--- config.mk ---
export PLATFORM = sky130hd
export DESIGN_NAME = rtc_domain_power_control
export DESIGN_NICKNAME = d
export VERILOG_FILES = /design/src/rtl/rtc_domain_power_control.v
export VERILOG_INCLUDE_DIRS = /design/src /design/src/include
export SDC_FILE = /design/constraint.sdc
export NUM_CORES = 1
export LEC_CHECK = 0
export ABC_CLOCK_PERIOD_IN_PS = 2500
export BUFFER_PORTS_ARGS = -buffer_cell sky130_fd_sc_hd__buf_2
export CAP_MARGIN = 5
export CELL_PAD_IN_SITES_DETAIL_PLACEMENT = 0
export CELL_PAD_IN_SITES_GLOBAL_PLACEMENT = 1
export CORE_AREA = 2 2 127 129
export CTS_CLUSTER_SIZE = 28
export DETAILED_ROUTE_END_ITERATION = 8
export DIE_AREA = 0 0 129 131
export MAX_ROUTING_LAYER = met4
export PLACE_DENSITY_LB_ADDON = 0.1
export RECOVER_POWER = 100
export SLEW_MARGIN = 25
export SYNTH_ARGS = -nofsm -noshare
export SYNTH_HDL_FRONTEND = slang
export SYNTH_SLANG_ARGS = --single-unit
--- constraint.sdc ---
create_clock -name i_ref_clk -period 2.5 [get_ports i_ref_clk]
set_input_delay 0.25 -clock i_ref_clk [delete_from_list [all_inputs] [get_ports i_ref_clk]]
set_output_delay 0.25 -clock i_ref_clk [all_outputs]
set_load 0.05 [all_outputs]
--- src/include/rtc_pwc_defs.vh ---
// Register map, field positions, reset values and timing counts of the
// always-on domain power control block.
// Assumes a 32-bit APB slave with one aligned word per register.
`ifndef RTC_PWC_DEFS_VH
`define RTC_PWC_DEFS_VH

// Register indices; byte address is four times the index
`define PWC_IDX_LP_CTRL 8'h20
`define PWC_IDX_DIG_CTRL 8'h21
`define PWC_IDX_STATUS 8'h3F
`define PWC_ADDR_LSB 2

// Low-power domain power control fields
`define PWC_PERIPH_SLEEP_OFF_EN 21
`define PWC_PERIPH_FORCE_ON 20
`define PWC_PERIPH_FORCE_OFF 19
`define PWC_SLOW_SLEEP_OFF_EN 18
`define PWC_SLOW_FORCE_ON 17
`define PWC_SLOW_FORCE_OFF 16
`define PWC_FAST_SLEEP_OFF_EN 15
`define PWC_FAST_FORCE_ON 14
`define PWC_FAST_FORCE_OFF 13
`define PWC_SLOW_LP_FORCE_ON 12
`define PWC_SLOW_LP_FORCE_OFF 11
`define PWC_SLOW_TRACK_CPU 10
`define PWC_FAST_LP_FORCE_ON 9
`define PWC_FAST_LP_FORCE_OFF 8
`define PWC_FAST_TRACK_CPU 7
`define PWC_PERIPH_FORCE_CONNECT 6
`define PWC_PERIPH_FORCE_ISOLATE 5
`define PWC_SLOW_FORCE_ISOLATE 4
`define PWC_SLOW_FORCE_CONNECT 3
`define PWC_FAST_FORCE_ISOLATE 2
`define PWC_FAST_FORCE_CONNECT 1

`define PWC_LP_CTRL_MASK 32'h003FFFFE
`define PWC_LP_CTRL_RESET 32'h00012924
`define PWC_DIG_CTRL_MASK 32'h00FFFFFF
`define PWC_DIG_CTRL_RESET 32'h00155550

// Cycles between isolation and power edges
`define PWC_SETTLE_CYCLES 4'h2

`endif

--- src/rtl/rtc_domain_power_control.v ---
// Power and isolation control for the three always-on domains:
// low-power peripherals (0), slow retention memory (1), fast retention memory (2).
// Assumes an APB master on i_ref_clk and sleep/low-power requests from
// logic on the same clock.
`timescale 1ns/10ps
`include "rtc_pwc_defs.vh"

module rtc_domain_power_control #(
    parameter NUM_DOMAINS = 3,
    parameter [3:0] SETTLE_CYCLES = `PWC_SETTLE_CYCLES
) (
    input wire i_ref_clk,
    input wire i_rst_n,
    input wire i_psel,
    input wire i_penable,
    input wire i_pwrite,
    input wire [31:0] i_paddr,
    input wire [31:0] i_pwdata,
    output wire [31:0] o_prdata,
    output wire o_pready,
    output wire o_pslverr,
    input wire i_sleep,
    input wire i_lowpower_mode,
    input wire i_cpu_off_req,
    input wire i_fsm_mem_off_req,
    output wire [NUM_DOMAINS-1:0] o_domain_power_on,
    output wire [NUM_DOMAINS-1:0] o_domain_isolate
);

    // ************************************************************
    // APB slave
    // ************************************************************
    reg [31:0] lp_ctrl_ff;
    reg [31:0] dig_ctrl_ff;
    reg [31:0] prdata_ff;
    reg pready_ff;
    reg pslverr_ff;
    reg [31:0] nxt_prdata;
    reg nxt_pslverr;
    wire [NUM_DOMAINS-1:0] power_state;
    wire [NUM_DOMAINS-1:0] iso_state;
    wire [7:0] reg_index;
    wire addr_aligned;
    wire setup_phase;
    wire write_commit;

    assign reg_index = i_paddr[`PWC_ADDR_LSB+7:`PWC_ADDR_LSB];
    assign addr_aligned = (i_paddr[`PWC_ADDR_LSB-1:0] == 2'h0) &&
        (i_paddr[31:`PWC_ADDR_LSB+8] == 22'h000000);
    assign setup_phase = i_psel & ~i_penable;
    // Writes land only at the edge where the master sees pready high
    assign write_commit = i_psel & i_penable & pready_ff & i_pwrite & ~pslverr_ff;

    always @* begin
        nxt_prdata = 32'h00000000;
        nxt_pslverr = 1'b0;
        if (!addr_aligned) begin
            nxt_pslverr = 1'b1;
        end else begin
            case (reg_index)
                `PWC_IDX_LP_CTRL: begin
                    nxt_prdata = lp_ctrl_ff;
                end
                `PWC_IDX_DIG_CTRL: begin
                    nxt_prdata = dig_ctrl_ff;
                end
                `PWC_IDX_STATUS: begin
                    nxt_prdata = {26'h0000000, iso_state, power_state};
                    nxt_pslverr = i_pwrite;
                end
                default: begin
                    nxt_pslverr = 1'b1;
                end
            endcase
        end
    end

    // Decode in the setup cycle so the access phase completes at once
    always @(posedge i_ref_clk or negedge i_rst_n) begin
        if (!i_rst_n) begin
            prdata_ff <= 32'h00000000;
            pready_ff <= 1'b0;
            pslverr_ff <= 1'b0;
        end else begin
            pready_ff <= setup_phase;
            pslverr_ff <= setup_phase & nxt_pslverr;
            if (setup_phase && !i_pwrite) begin
                prdata_ff <= nxt_prdata;
            end else if (!i_psel) begin
                prdata_ff <= 32'h00000000;
            end
        end
    end

    always @(posedge i_ref_clk or negedge i_rst_n) begin
        if (!i_rst_n) begin
            lp_ctrl_ff <= `PWC_LP_CTRL_RESET;
            dig_ctrl_ff <= `PWC_DIG_CTRL_RESET;
        end else if (write_commit) begin
            if (reg_index == `PWC_IDX_LP_CTRL) begin
                lp_ctrl_ff <= i_pwdata & `PWC_LP_CTRL_MASK;
            end
            if (reg_index == `PWC_IDX_DIG_CTRL) begin
                dig_ctrl_ff <= i_pwdata & `PWC_DIG_CTRL_MASK;
            end
        end
    end

    assign o_prdata = prdata_ff;
    assign o_pready = pready_ff;
    assign o_pslverr = pslverr_ff;

    // ************************************************************
    // Per-domain control fields
    // ************************************************************
    wire [2:0] sleep_off_en;
    wire [2:0] force_on;
    wire [2:0] force_off;
    wire [2:0] lp_force_on;
    wire [2:0] lp_force_off;
    wire [2:0] track_cpu;
    wire [2:0] lp_tracked;
    wire [2:0] force_isolate;
    wire [2:0] force_connect;

    assign sleep_off_en = {lp_ctrl_ff[`PWC_FAST_SLEEP_OFF_EN],
        lp_ctrl_ff[`PWC_SLOW_SLEEP_OFF_EN], lp_ctrl_ff[`PWC_PERIPH_SLEEP_OFF_EN]};
    assign force_on = {lp_ctrl_ff[`PWC_FAST_FORCE_ON],
        lp_ctrl_ff[`PWC_SLOW_FORCE_ON], lp_ctrl_ff[`PWC_PERIPH_FORCE_ON]};
    assign force_off = {lp_ctrl_ff[`PWC_FAST_FORCE_OFF],
        lp_ctrl_ff[`PWC_SLOW_FORCE_OFF], lp_ctrl_ff[`PWC_PERIPH_FORCE_OFF]};
    assign lp_force_on = {lp_ctrl_ff[`PWC_FAST_LP_FORCE_ON],
        lp_ctrl_ff[`PWC_SLOW_LP_FORCE_ON], 1'b0};
    assign lp_force_off = {lp_ctrl_ff[`PWC_FAST_LP_FORCE_OFF],
        lp_ctrl_ff[`PWC_SLOW_LP_FORCE_OFF], 1'b0};
    assign track_cpu = {lp_ctrl_ff[`PWC_FAST_TRACK_CPU],
        lp_ctrl_ff[`PWC_SLOW_TRACK_CPU], 1'b0};
    // Only the memories follow low-power mode; peripherals follow sleep only
    assign lp_tracked = 3'h6;
    assign force_isolate = {lp_ctrl_ff[`PWC_FAST_FORCE_ISOLATE],
        lp_ctrl_ff[`PWC_SLOW_FORCE_ISOLATE], lp_ctrl_ff[`PWC_PERIPH_FORCE_ISOLATE]};
    assign force_connect = {lp_ctrl_ff[`PWC_FAST_FORCE_CONNECT],
        lp_ctrl_ff[`PWC_SLOW_FORCE_CONNECT], lp_ctrl_ff[`PWC_PERIPH_FORCE_CONNECT]};

    // ************************************************************
    // Power and isolation sequencers
    // ************************************************************
    localparam [3:0] ST_ON = 4'h1;
    localparam [3:0] ST_ISO_DOWN = 4'h2;
    localparam [3:0] ST_OFF = 4'h4;
    localparam [3:0] ST_PWR_UP = 4'h8;

    genvar d;
    generate
        for (d = 0; d < NUM_DOMAINS; d = d + 1) begin : g_domain
            reg [3:0] state_ff;
            reg [3:0] nxt_state;
            reg [3:0] cnt_ff;
            reg [3:0] nxt_cnt;
            reg power_ff;
            reg iso_seq_ff;
            reg iso_out_ff;
            reg nxt_power;
            reg nxt_iso_seq;
            reg auto_off;
            reg want_on;

            always @* begin
                auto_off = (i_sleep & sleep_off_en[d]);
                if (i_lowpower_mode && lp_tracked[d]) begin
                    if (track_cpu[d]) begin
                        auto_off = auto_off | i_cpu_off_req;
                    end else begin
                        auto_off = auto_off | i_fsm_mem_off_req;
                    end
                    if (lp_force_off[d]) begin
                        auto_off = 1'b1;
                    end
                    if (lp_force_on[d]) begin
                        auto_off = 1'b0;
                    end
                end
                // Force-on beats force-off: a stuck supply is safer than lost state
                if (force_on[d]) begin
                    want_on = 1'b1;
                end else if (force_off[d]) begin
                    want_on = 1'b0;
                end else begin
                    want_on = ~auto_off;
                end
            end

            always @* begin
                nxt_state = state_ff;
                nxt_cnt = 4'h0;
                nxt_power = power_ff;
                nxt_iso_seq = iso_seq_ff;
                case (state_ff)
                    ST_ON: begin
                        if (!want_on) begin
                            nxt_state = ST_ISO_DOWN;
                            nxt_iso_seq = 1'b1;
                        end
                    end
                    ST_ISO_DOWN: begin
                        if (want_on) begin
                            nxt_state = ST_ON;
                            nxt_iso_seq = 1'b0;
                        end else if (cnt_ff == SETTLE_CYCLES - 4'h1) begin
                            nxt_state = ST_OFF;
                            nxt_power = 1'b0;
                        end else begin
                            nxt_cnt = cnt_ff + 4'h1;
                        end
                    end
                    ST_OFF: begin
                        if (want_on) begin
                            nxt_state = ST_PWR_UP;
                            nxt_power = 1'b1;
                        end
                    end
                    ST_PWR_UP: begin
                        if (!want_on) begin
                            nxt_state = ST_ISO_DOWN;
                        end else if (cnt_ff == SETTLE_CYCLES - 4'h1) begin
                            nxt_state = ST_ON;
                            nxt_iso_seq = 1'b0;
                        end else begin
                            nxt_cnt = cnt_ff + 4'h1;
                        end
                    end
                    default: begin
                        nxt_state = ST_ON;
                        nxt_power = 1'b1;
                        nxt_iso_seq = 1'b0;
                    end
                endcase
            end

            always @(posedge i_ref_clk or negedge i_rst_n) begin
                if (!i_rst_n) begin
                    state_ff <= ST_ON;
                    cnt_ff <= 4'h0;
                    power_ff <= 1'b1;
                    iso_seq_ff <= 1'b0;
                    iso_out_ff <= 1'b0;
                end else begin
                    state_ff <= nxt_state;
                    cnt_ff <= nxt_cnt;
                    power_ff <= nxt_power;
                    iso_seq_ff <= nxt_iso_seq;
                    // Force-isolate beats force-connect so a conflict never
                    // exposes an unpowered domain
                    iso_out_ff <= force_isolate[d] |
                        (~force_connect[d] & nxt_iso_seq);
                end
            end

            assign o_domain_power_on[d] = power_ff;
            assign o_domain_isolate[d] = iso_out_ff;
            assign power_state[d] = power_ff;
            assign iso_state[d] = iso_out_ff;
        end
    endgenerate

endmodule

* Word level (Yosys, flattened, before mapping) *
Cells that the tools add are included.

word-level totals
  flip-flop bits (word level) = 112
  bits in latches = 0
  memory bits (writable) = 0
  bits in read-only memories = 0
  bits of input ports = 73
  output and inout port bits = 40
  word-level logic and storage cells = 187
  memories kept = 0

operators by class
  $add $sub $neg = 3
  multiply operators = 0
  divide/modulo/power cells = 0
  $lt $le $gt $ge = 0
  equality and inequality tests = 37
  shifts and indexed selects = 0
  mux-type cells = 80
  bitwise gates (word level) = 30
  reduce and logical (&&, ||, !) cells = 17

operator list
  cell                 number
  $mux 4               27
  $mux 32              3
  $pmux 24 s3          1
  $pmux 4 s4           3
  $mux 1               36
  $eq 4x1->1 const B   6
  $eq 8x6->1 const B   3
  $ne 2x2->1 const B   12
  $pmux 4 s2           3
  $reduce_and 4->1     6
  $logic_not 22->1     1
  $ne 3x3->1 const B   6
  $add 4x1->4 const B  3
  $and 1x1->1          12
  $eq 4x2->1 const B   3
  $eq 4x3->1 const B   3
  $eq 4x4->1 const B   3
  $pmux 1 s4           3
  $not 1->1            11
  $pmux 1 s3           3
  $reduce_or 2->1      4
  $or 1x1->1           7
  $reduce_and 2->1     2
  $logic_and 1x1->1    2
  4 further kinds      4

* Longest topological paths before layout *
Gate-level depths: netlist of the first run.

  depth after elaboration = 13
  mapped depth = 7
  depth with buffers taken out = 7

* Least setup slack after synthesis of the first run *
OpenSTA, ideal clock, no wires.

  path kind = register to register
  start = register pready_ff, in the netlist o_pready
  end = register lp_ctrl_ff[10]
  library setup time = 0.125 ns
  data arrival time = 1.711 ns
  data required time = 2.375 ns
  setup slack = 0.665 ns
  cell stages (with the launch flop) = 5
  buffers on the path = 1
  period minus slack after synthesis = 1.835 ns
  cells stage by stage = dfrtp_1 -> nand4_1 -> nor4_4 -> buf_6 -> mux2_2

on the way
  cells in the longest elaborated chain, start to end = 4

RTL lines
  item                               RTL line                        text
  start, declared                    rtc_domain_power_control.v:36   reg pready_ff;
  start signal, assigned             rtc_domain_power_control.v:85   pready_ff <= setup_phase;
  $and 1x1->1 (3 in series)          rtc_domain_power_control.v:52   assign write_commit = i_psel & i_penable & pready_ff & i_pwrite & ~pslverr_ff;
  $reduce_and 2->1 (no source line)  n/a
  end signal, assigned               rtc_domain_power_control.v:97   lp_ctrl_ff <= `PWC_LP_CTRL_RESET;
  end signal, assigned               rtc_domain_power_control.v:101  lp_ctrl_ff <= i_pwdata & `PWC_LP_CTRL_MASK;
  end, declared                      rtc_domain_power_control.v:33   reg [31:0] lp_ctrl_ff;

No other way between the ends.
A chain may end at the register's enable or synchronous reset.

* Final worst setup path of the first run *
  start = register g_domain[1].cnt_ff[1]
  end = register g_domain[1].iso_seq_ff

on the way
  cells in the longest elaborated chain, start to end = 4

RTL lines
  item                         RTL line                        text
  start, declared              rtc_domain_power_control.v:158  reg [3:0] cnt_ff;
  start signal, assigned       rtc_domain_power_control.v:249  cnt_ff <= nxt_cnt;
  $eq 4x1->1                   rtc_domain_power_control.v:225  end else if (cnt_ff == SETTLE_CYCLES - 4'h1) begin
  $mux 1                       rtc_domain_power_control.v:225
  $mux 1                       rtc_domain_power_control.v:223  if (!want_on) begin
  $pmux 1 s4                   rtc_domain_power_control.v:198  case (state_ff)
  via g_domain[1].nxt_iso_seq  rtc_domain_power_control.v:164  reg nxt_iso_seq;
  end signal, assigned         rtc_domain_power_control.v:251  iso_seq_ff <= nxt_iso_seq;
  end, declared                rtc_domain_power_control.v:161  reg iso_seq_ff;

The timed path passes the listed nets, and every way through them passes these cells.

==> impl_metrics.csv, run 1 <==
group,metric,value,unit
outcome,status,"finished clean",
final_layout,syn2layout_area_growth,15.8,%
logic_synthesis,synth_ff_type,"dfrtp_1",
hold_path,hold_end,"dig_ctrl_ff[23]",
power_and_ir_drop,ir_drop,313,µV
global_route,grt_pass1_vias,3955,
critical_path,cp.required,2720,ps
global_route,antenna_found_initial,1,
cts,cts_resized,0,
cts,h-tree-depth,3,
placement,hpwlAfterDp,9.23,mm
critical_path,crit_slowest_cell,"or3b_2",
cts,insertion_delay,350,ps
critical_path,r2r_cells,7,
route,num_vias,4001,
hold_path,hold_depth,2,
logic_synthesis,synth_cell_type_count,68,
hold_path,hp-start,"i_pwdata[23]",
timing,hold_viol,0,
final_layout,layout.nets,666,
global_route,grt_pass1_wl,20.7,mm
cts,cts.sinks,104,
timing,fin_tns_setup,0,ps
floorplan,die-area,16900,µm²
critical_path,cp-start-kind,"register",
critical_path,timing.rr.end,"g_domain[1].iso_seq_ff",
timing,max_slew_margin,22.1,%
timing,timing.hold.ws,128,ps
placement,placed_cell_area,6000,µm²
timing,fin_crit,2040,ps
logic_synthesis,synth_top_area_share,38.8,%
route,drc,0,
global_route,track_usage,16.4,%
route,viasPerCell,4.95,
critical_path,worstPathArrival,2260,ps
cts,clockRootBuffer,"clkbuf_16",
cts,numCtsBuffers,9,
logic_synthesis,yosysMostFrequentCell,"dfrtp_1",
hold_path,min_path_type,"input port to register",
cts,cts_buffer_depth,2,
final_layout,drive_above_1_share,26.9,%
logic_synthesis,synth_top_cell_by_area,"dfrtp_1",
timing,max_freq,0.489,GHz
critical_path,critPathMaxStageDelay,490,ps
logic_synthesis,ys_seq_elements,104,
timing,worst_slew_pin_slew,1170,ps
final_layout,fin_area,6190,µm²
critical_path,reg2reg_from,"g_domain[1].cnt_ff[1]",
critical_path,path_common_cell,"o21ai_0",
logic_synthesis,ys_top_cells_by_area,"dfrtp_1 (39%), dfstp_2 (10%), mux2_2 (8.8%)",
logic_synthesis,synth_common_cells,"dfrtp_1 (83), nand2_1 (44), mux2_2 (42)",
cts,cts.clk_slew.worst_paths,80,ps
critical_path,critical_path_class,"register to register",
route,finalWirelength,13.0,mm
cts,cts_tree,"done",
power_and_ir_drop,p_leak,2.79,nW
final_layout,n_fill_cell,1568,
logic_synthesis,syn_area,5350,µm²
critical_path,critPathMaxFanout,3,
logic_synthesis,synthArstFlopShare,100,%
timing,finClkSkew,13.3,ps
timing,setup_violations,0,
global_route,overflow,0,
critical_path,end_kind,"register",
floorplan,fp-row-count,46,
timing,slew_viol_final,0,
placement,placement.io_buffers,96,
floorplan,pin_count,113,
global_route,grt_max_degree,47,
logic_synthesis,yosys_warnings,0,
route,drt-initial-drc-count,195,
timing,rsz0062_at_grt,"false",
logic_synthesis,synth-edff-count,0,
floorplan,core,15600,µm²
route,ant_nets,0,
power_and_ir_drop,power_density,559,nW/µm²
flow_run,cap_violations,0,
route,first_pass_iters,4,
floorplan,initial_core_util,34.3,%
route,detail_route.wl_per_cell,16.0,µm
timing,fin_crit_sh,81.8,%
logic_synthesis,synth.avg_cell_area,10.7,µm²
logic_synthesis,yosysSeqAreaShare,49.1,%
logic_synthesis,synth_cells,499,
placement,gp_congestion,0.796,
floorplan,die_x,129,µm
critical_path,path_cells,"inv_1 > ha_1 > or3b_2 > a22oi_1 > o21ai_0 > a211oi_1 > o21ai_0",
critical_path,regToRegSetupSlack,460,ps
final_layout,fin_util,39.7,%
floorplan,die_h,131,µm
[where the power goes]
group / switching (mW) / internal [mW] / leakage, nW / total (mW)
combinational: 0.171 / 0.0897 / 1.28 / 0.261
sequential: 0.0245 / 1.70 / 1.36 / 1.73
clock: 0.656 / 0.815 / 0.151 / 1.47
total: 0.852 / 2.61 / 2.79 / 3.46
[cell usage in the layout (no fill, tap or decap), drive strengths merged, types with 4 or more instances in the layout]
cell | netlist | routed
o21ai | 40 | 40
inv | 16 | 19
nand2 | 46 | 46
xor2 | 6 | 6
nor3b | 6 | 6
nor2b | 7 | 7
nor4 | 18 | 18
or2 | 4 | 4
nand3 | 7 | 7
a21oi | 13 | 13
dfstp | 21 | 21
xnor2 | 5 | 5
o31ai | 4 | 4
o211ai | 4 | 4
conb | 1 | 8
dfrtp | 83 | 83
a22o | 8 | 8
nor2 | 27 | 27
a211oi | 5 | 5
nand2b | 7 | 7
buf | 24 | 65
nor3 | 15 | 15
mux2 | 42 | 42
mux2i | 24 | 24
ha | 6 | 6
clkbuf | 14 | 53
[worst max-delay path by stage]
| stage | startpoint | endpoint | slack [ps] | cells past startpoint |
|---|---|---|---|---|
| finish | g_domain[1].cnt_ff[1] | g_domain[1].iso_seq_ff | 460 | 7 |
| global route | i_rst_n | o_prdata[3] | 260 | 3 |
| CTS | g_domain[1].cnt_ff[1] | g_domain[1].iso_seq_ff | 460 | 7 |
| detailed placement | g_domain[1].cnt_ff[1] | g_domain[1].iso_seq_ff | 480 | 7 |
| global placement | i_paddr[27] | o_prdata[2] | 490 | 6 |
| floorplan | o_pready | lp_ctrl_ff[10] | 660 | 4 |
[routing by layer]
layer	vias to the layer above	wire length, µm	GRT usage, %
li1	1959	-	-
met4	0	122	4.22
met1	1933	6300	21.3
met5	-	0	-
met2	97	6030	26.0
met3	12	512	3.62
[critical path: cells and delay by family (launching register included)]
family          cells  cell delay, ps
simple gates        1             490
fa+ha+maj           1             140
buf+inv             1              60
compound gates      4             820
flops               1             400
[metrics by stage]
stage,power (mW),instances,worst slack (ps)
detailed placement,2.03,791,478
finish,3.46,809,456
global route,3.62,809,256
CTS,3.53,808,463
global placement,2.03,791,486
floorplan,1.91,506,665
[what timing repair did]
| item | CTS | global route |
|---|---|---|
| endpoints found under the hold margin | 37 | 0 |
| buffers inserted | 0 | 0 |
| hold buffers | 1 | 0 |
[sequential cells by signal, summed over array words and instances, names as in the netlist]
register / count
dig_ctrl_ff: 24
g_domain.cnt_ff: 12
g_domain.power_ff: 3
g_domain.iso_seq_ff: 3
o_pready: 1
g_domain.iso_out_ff: 3
lp_ctrl_ff: 21
o_prdata: 24
g_domain.state_ff: 12
o_pslverr: 1
[final cells by class]
cell class | count | area [µm²] | area share [%]
Antenna cell | 1 | 2.50 | 0.0404
Clock buffer | 11 | 243 | 3.92
Clock inverter | 5 | 61.3 | 0.990
Inverter | 16 | 60.1 | 0.970
Multi-Input combinational cell | 348 | 2400 | 38.8
Sequential cell | 104 | 2630 | 42.5
Tap cell | 216 | 270 | 4.36
Timing Repair Buffer | 108 | 526 | 8.49
[cells by family (layout without fill, tap and decap cells)]
kind of cell | after synthesis | in the layout | synth area share [%]
AOI/OAI and AO/OA | 102 | 102 | 12.6
xor gates and xnor gates | 11 | 11 | 1.80
adders and majority gates | 6 | 6 | 1.40
buffers and inverters | 54 | 140 | 5.54
DFF | 104 | 104 | 49.1
muxes | 66 | 66 | 13.3
other | 1 | 9 | 0.0701
and+or+nand+nor | 155 | 155 | 16.1
Note: power is estimated with default switching activity, not from simulation.
==> run 2, diff against run 1 <==
--- a/config.mk
+++ b/config.mk
@@ -6,7 +6,7 @@
 export SDC_FILE = /design/constraint.sdc
 export NUM_CORES = 1
 export LEC_CHECK = 0
-export ABC_CLOCK_PERIOD_IN_PS = 2500
+export ABC_CLOCK_PERIOD_IN_PS = 1930
 export BUFFER_PORTS_ARGS = -buffer_cell sky130_fd_sc_hd__buf_2
 export CAP_MARGIN = 5
 export CELL_PAD_IN_SITES_DETAIL_PLACEMENT = 0
==> constraint.sdc (replaced) <==
create_clock -name i_ref_clk -period 1.93 [get_ports i_ref_clk]
set_input_delay 0.193 -clock i_ref_clk [delete_from_list [all_inputs] [get_ports i_ref_clk]]
set_output_delay 0.193 -clock i_ref_clk [all_outputs]
set_load 0.05 [all_outputs]
==> run 2 against run 1 <==
Combinational power increased by 34%. Sequential share of layout area decreased by 0.76 points. Final area increased by 1.8%. Critical path depth unchanged. Critical path type unchanged.
==> impl_metrics.csv, run 2 (synthesis results as in run 1) <==
group,metric,value,unit
hold_path,min_path_type,"input port to register",
route,ant_nets,0,
power_and_ir_drop,p_switching,1.09,mW
final_layout,drive_above_1_share,29.7,%
floorplan,die_h,131,µm
final_layout,fin_util,40.4,%
critical_path,critical_path_class,"register to register",
global_route,track_usage,16.5,%
critical_path,critPathMaxStageDelay,490,ps
critical_path,path_delay_family,"compound AO/OA/AOI/OAI gates",
route,num_vias,4115,
critical_path,crit_buf_inv,1,
timing,hold_viol,0,
power_and_ir_drop,ir_drop,343,µV
final_layout,final_cell_mix,"dfrtp_1 (83), buf_2 (62), nand2_1 (45), mux2_2 (42), clkbuf_1 (38)",
route,drt-initial-drc-count,152,
flow_run,cap_violations,0,
power_and_ir_drop,power_density,688,nW/µm²
timing,rsz0062_at_grt,"false",
route,wl_met1,6.21,mm
power_and_ir_drop,p_sw_share,25.0,%
global_route,grt_max_degree,57,
route,drc,0,
global_route,grt_pass1_vias,4156,
cts,numCtsBuffers,9,
route,detail_route.wl_per_cell,15.9,µm
global_route,grt_pass1_wl,21.1,mm
timing,fin_crit,1830,ps
cts,clockRootBuffer,"clkbuf_16",
critical_path,worstPathArrival,2070,ps
cts,post_cts.repair.setup_buffers,0,
cts,cts_tree,"done",
power_and_ir_drop,p_leak,2.85,nW
cts,h-tree-depth,3,
route,first_pass_iters,4,
timing,setup_violations,0,
final_layout,final_common_cell,"dfrtp_1",
route,highest_layer,"met4",
global_route,overflow,0,
final_layout,diodes,0,
power_and_ir_drop,combPwrFrac,8.1,%
route,finalWirelength,13.1,mm
route,viasPerCell,5.01,
critical_path,end_kind,"register",
route,route.met2.wl,6.22,mm
placement,placement.io_buffers,96,
timing,worst_slew_pin_slew,807,ps
placement,hpwlAfterDp,9.57,mm
timing,finClkSkew,10.6,ps
timing,fin_crit_sh,95.1,%
placement,gp_congestion,0.832,
power_and_ir_drop,p_seq_share,51.6,%
critical_path,cp-start-kind,"register",
power_and_ir_drop,p_int,3.25,mW
floorplan,fp-row-count,46,
global_route,antenna_found_initial,0,
timing,fin_tns_setup,0,ps
floorplan,core,15600,µm²
timing,slew_viol_final,0,
critical_path,crit_slowest_cell,"or3b_2",
critical_path,cp.required,2170,ps
placement,placed_cells,805,
final_layout,layout.nets,680,
cts,insertion_delay,350,ps
final_layout,fin_cells,822,
cts,cts.clk_slew.worst_paths,70,ps
timing,max_slew_margin,46.2,%
outcome,status,"finished clean",
cts,cts.sinks,104,
route,wl_met3,498,µm
timing,max_freq,0.545,GHz
critical_path,critPathMaxFanout,3,
floorplan,initial_core_util,34.3,%
power_and_ir_drop,clkPwrFrac,40.3,%
critical_path,path_cells,"inv_1 > ha_1 > or3b_2 > a22oi_1 > o21ai_1 > a211oi_2 > o31ai_1",
final_layout,syn2layout_area_growth,17.9,%
floorplan,pin_count,113,
floorplan,die-area,16900,µm²
power_and_ir_drop,p_total,4.34,mW
cts,cts_buffer_depth,2,
floorplan,die_x,129,µm
## run 2: changes by cell type in the layout (fill, tap and decap cells not counted), moves of 2 or more
cell | before | now
o21ai_1 | 0 | 3
buf_4 | 4 | 16
buf_2 | 60 | 62
o21ai_0 | 40 | 37
clkbuf_4 | 1 | 3
## run 2: area by class of cell
| cell class | instances | area [µm²] |
|---|---|---|
| clock buffers | 11 | 243 |
| clock inverters | 5 | 38.8 |
| fillers | 1565 | 9290 |
| flip-flops and latches | 104 | 2630 |
| inverters | 16 | 60.1 |
| repair buffers | 122 | 632 |
| well taps | 216 | 270 |
| multi-input cells | 348 | 2430 |
## run 2: power by group through the flow
stage	Combinational, mW	Sequential [mW]	Clock [mW]
2_1_floorplan	0.203	2.27	0
3_3_place_gp	0.357	2.28	0
3_5_place_dp	0.360	2.28	0
4_1_cts	0.363	2.24	1.83
5_1_grt	0.388	2.25	1.92
6_report	0.350	2.24	1.75
## run 2: repair_timing
item                                    4_1_cts  5_1_grt
pin swaps                                     0        1
endpoints found under the setup margin        2        6
hold buffers                                  1        0
endpoints found under the hold margin        19        0
gates resized for setup                       1        4
## run 2: worst paths after layout
kind                                  startpoint                      to  slack [ps]  depth (start not counted)
max reg2reg                g_domain[1].cnt_ff[1]  g_domain[1].iso_out_ff         100                          7
max in group asynchronous                i_rst_n             o_prdata[2]         490                          3
max                        g_domain[1].cnt_ff[1]  g_domain[1].iso_out_ff         100                          7
min in group asynchronous                i_rst_n         dig_ctrl_ff[15]         280                          2
min reg2reg                 g_domain[0].power_ff    g_domain[0].power_ff         460                          2
min                                 i_pwdata[23]         dig_ctrl_ff[23]          70                          2
## run 2: metrics by stage
stage                     hold WS (ps)  area (µm²)  setup WS (ps)
after global placement             131        6120           24.3
after detailed placement           131        6120          -37.4
after CTS                         61.0        6410           25.5
final                             73.1        6300           95.3
after floorplan                   -103        5380           94.6
after global routing              71.3        6300          0.440
## run 2: per-layer routing
metal	vias up	GRT usage, %
li1	2002	-
met1	2006	21.0
met2	96	26.8
met3	11	2.73
met4	0	6.01
met5	-	-
## run 2: worst reg2reg max path: stages, from the launching register on
cell	delay [ps]
dfrtp_1	400
inv_1	60
ha_1	140
or3b_2	490
a22oi_1	170
o21ai_1	120
a211oi_2	250
o31ai_1	90
==> run 3, diff against run 2 <==
--- a/config.mk
+++ b/config.mk
@@ -11,13 +11,13 @@
 export CAP_MARGIN = 5
 export CELL_PAD_IN_SITES_DETAIL_PLACEMENT = 0
 export CELL_PAD_IN_SITES_GLOBAL_PLACEMENT = 1
-export CORE_AREA = 2 2 127 129
+export CORE_AREA = 3 3 154 156
 export CTS_CLUSTER_SIZE = 28
 export DETAILED_ROUTE_END_ITERATION = 8
-export DIE_AREA = 0 0 129 131
+export DIE_AREA = 0 0 157 159
 export MAX_ROUTING_LAYER = met4
 export PLACE_DENSITY_LB_ADDON = 0.1
-export RECOVER_POWER = 100
+export RECOVER_POWER = 50
 export SLEW_MARGIN = 25
 export SYNTH_ARGS = -nofsm -noshare
 export SYNTH_HDL_FRONTEND = slang
==> run 3 against run 2 <==
Power up 2.6%. Clock-buffer cell count shrank 1. Via count is 0.44% higher. Critical endpoint is now g_domain[1].power_ff. Register-to-register slack better by 20 ps. Final area up 3.6%. Largest power group unchanged. Wire length up 14%. Fmax grew 0.96%. First-iteration DRC count is the same. Critical path type unchanged.
==> impl_metrics.csv, run 3 (synthesis results as in run 1) <==
group,metric,value,unit
final_layout,fin_area,6530,µm²
timing,hold_viol,0,
timing,fin_tns_setup,0,ps
final_layout,drive_above_1_share,35.1,%
floorplan,fp-row-count,55,
critical_path,cp.required,2230,ps
floorplan,core,22500,µm²
placement,hpwlAfterDp,10.9,mm
power_and_ir_drop,p_leak,2.97,nW
final_layout,diodes,0,
placement,post-place-ws,-7.50,ps
timing,timing.hold.ws,60.6,ps
hold_path,hold_depth,3,
placement,placed_cell_area,6240,µm²
critical_path,critPathMaxFanout,4,
cts,h-tree-depth,3,
timing,fin_crit_sh,94.2,%
timing,layout_setup_ws,113,ps
timing,fin_crit,1820,ps
flow_run,cap_violations,0,
route,drt-initial-drc-count,152,
critical_path,worstPathArrival,2120,ps
timing,max_slew_margin,47.9,%
global_route,antenna_found_initial,0,
critical_path,critPathMaxStageDelay,460,ps
power_and_ir_drop,ir_drop,381,µV
route,viasPerCell,4.62,
final_layout,final_common_cell,"dfrtp_1",
critical_path,crit_cells,6,
global_route,grt_pass1_vias,4273,
route,first_pass_iters,4,
critical_path,path_cells,"a211oi_1 > a21o_1 > nor3_1 > buf_4 > a2111oi_1 > a211o_1",
floorplan,die-area,25000,µm²
timing,setup_violations,0,
hold_path,min_path_type,"input port to register",
critical_path,cp-start-kind,"register",
floorplan,die_h,159,µm
critical_path,r2r_cells,6,
global_route,overflow,0,
critical_path,path_delay_family,"compound AO/OA/AOI/OAI gates",
route,drc,0,
floorplan,initial_core_util,23.8,%
critical_path,crit_buf_inv,1,
timing,rsz0062_at_grt,"false",
global_route,grt_pass1_wl,24.0,mm
floorplan,pin_count,113,
route,num_vias,4133,
route,detail_route.wl_per_cell,16.7,µm
floorplan,die_x,157,µm
timing,finClkSkew,13.8,ps
final_layout,final_cell_mix,"dfrtp_1 (83), buf_2 (80), nand2_1 (44), mux2_2 (42), o21ai_0 (37)",
outcome,status,"finished clean",
global_route,track_usage,12.5,%
critical_path,critical_path_class,"register to register",
timing,worst_slew_pin_slew,782,ps
power_and_ir_drop,power_density,682,nW/µm²
cts,cts.sinks,104,
final_layout,fin_cells,895,
cts,cts_tree,"done",
placement,placement.io_buffers,96,
global_route,grt_max_degree,40,
route,ant_nets,0,
critical_path,crit_slowest_cell,"a2111oi_1",
cts,numCtsBuffers,9,
timing,max_freq,0.550,GHz
cts,cts.clk_slew.worst_paths,80,ps
placement,gp_congestion,0.773,
final_layout,syn2layout_area_growth,22.1,%
cts,clockRootBuffer,"clkbuf_16",
cts,insertion_delay,360,ps
critical_path,end_kind,"register",
final_layout,n_fill_cell,2366,
cts,cts_buffer_depth,2,
final_layout,layout.nets,684,
placement,placed_cells,877,
route,finalWirelength,15.0,mm
timing,slew_viol_final,0,
-- run 3: changes by cell type in the layout (fill, tap and decap cells not counted), moves of 2 or more --
cell      before  now
buf_2         62   80
clkbuf_1      38   15
buf_4         16   25
nor3b_1        4    2
nor3b_2        1    3
-- run 3: power breakdown --
group          switching, mW  internal [mW]  leakage, nW
logic                  0.240          0.135         1.47
registers             0.0281           2.21         1.36
clock network          0.913          0.932        0.141
total                   1.18           3.27         2.97
-- run 3: metal layers --
metal | track usage [%] | vias to the layer above | wire length, µm
met2 | 18.9 | 101 | 6750
met5 | - | - | 0
met3 | 2.53 | 8 | 713
met1 | 17.2 | 2035 | 7340
li1 | - | 1989 | -
met4 | 3.10 | 0 | 154
-- run 3: cell type report --
type                            instances  area [µm²]  share of cell area [%]
Sequential cell                       104        2630                    40.3
Clock buffer                           10         239                    3.66
Multi-Input combinational cell        348        2480                    38.0
Inverter                               16        60.1                   0.920
Clock inverter                          6        50.0                   0.766
Timing Repair Buffer                  126         714                    10.9
Tap cell                              285         357                    5.46
-- run 3: repair_timing --
action / 4_1_cts / 5_1_grt
setup buffers: 0 / 1
endpoints found under the hold margin: 22 / 0
gates resized for setup: 1 / 8
endpoints found under the setup margin: 2 / 12
hold buffers: 1 / 0
pin swaps: 0 / 2
-- run 3: stage by stage --
stage | utilization (%) | total power, mW
floorplan | - | 2.47
global placement | 27.7 | 2.66
detailed placement | 27.7 | 2.66
CTS | 29.1 | 4.56
global route | 29.0 | 4.66
finish | 29.0 | 4.45
-- run 3: worst paths after layout --
path                                      start                       to  slack (ps)
max in group asynchronous               i_rst_n  g_domain[1].state_ff[0]         380
hold / removal                      i_pwdata[3]            lp_ctrl_ff[3]          60
hold reg to reg            g_domain[0].power_ff     g_domain[0].power_ff         470
setup reg to reg                 lp_ctrl_ff[18]     g_domain[1].power_ff         110
min in group asynchronous               i_rst_n  g_domain[0].state_ff[1]         440
setup / recovery                 lp_ctrl_ff[18]     g_domain[1].power_ff         110
-- run 3: worst min-delay path, delay by kind of cell --
kind	cells	cell delay [ps]
compound gates	1	60
simple gates	1	40
buf+inv	1	90
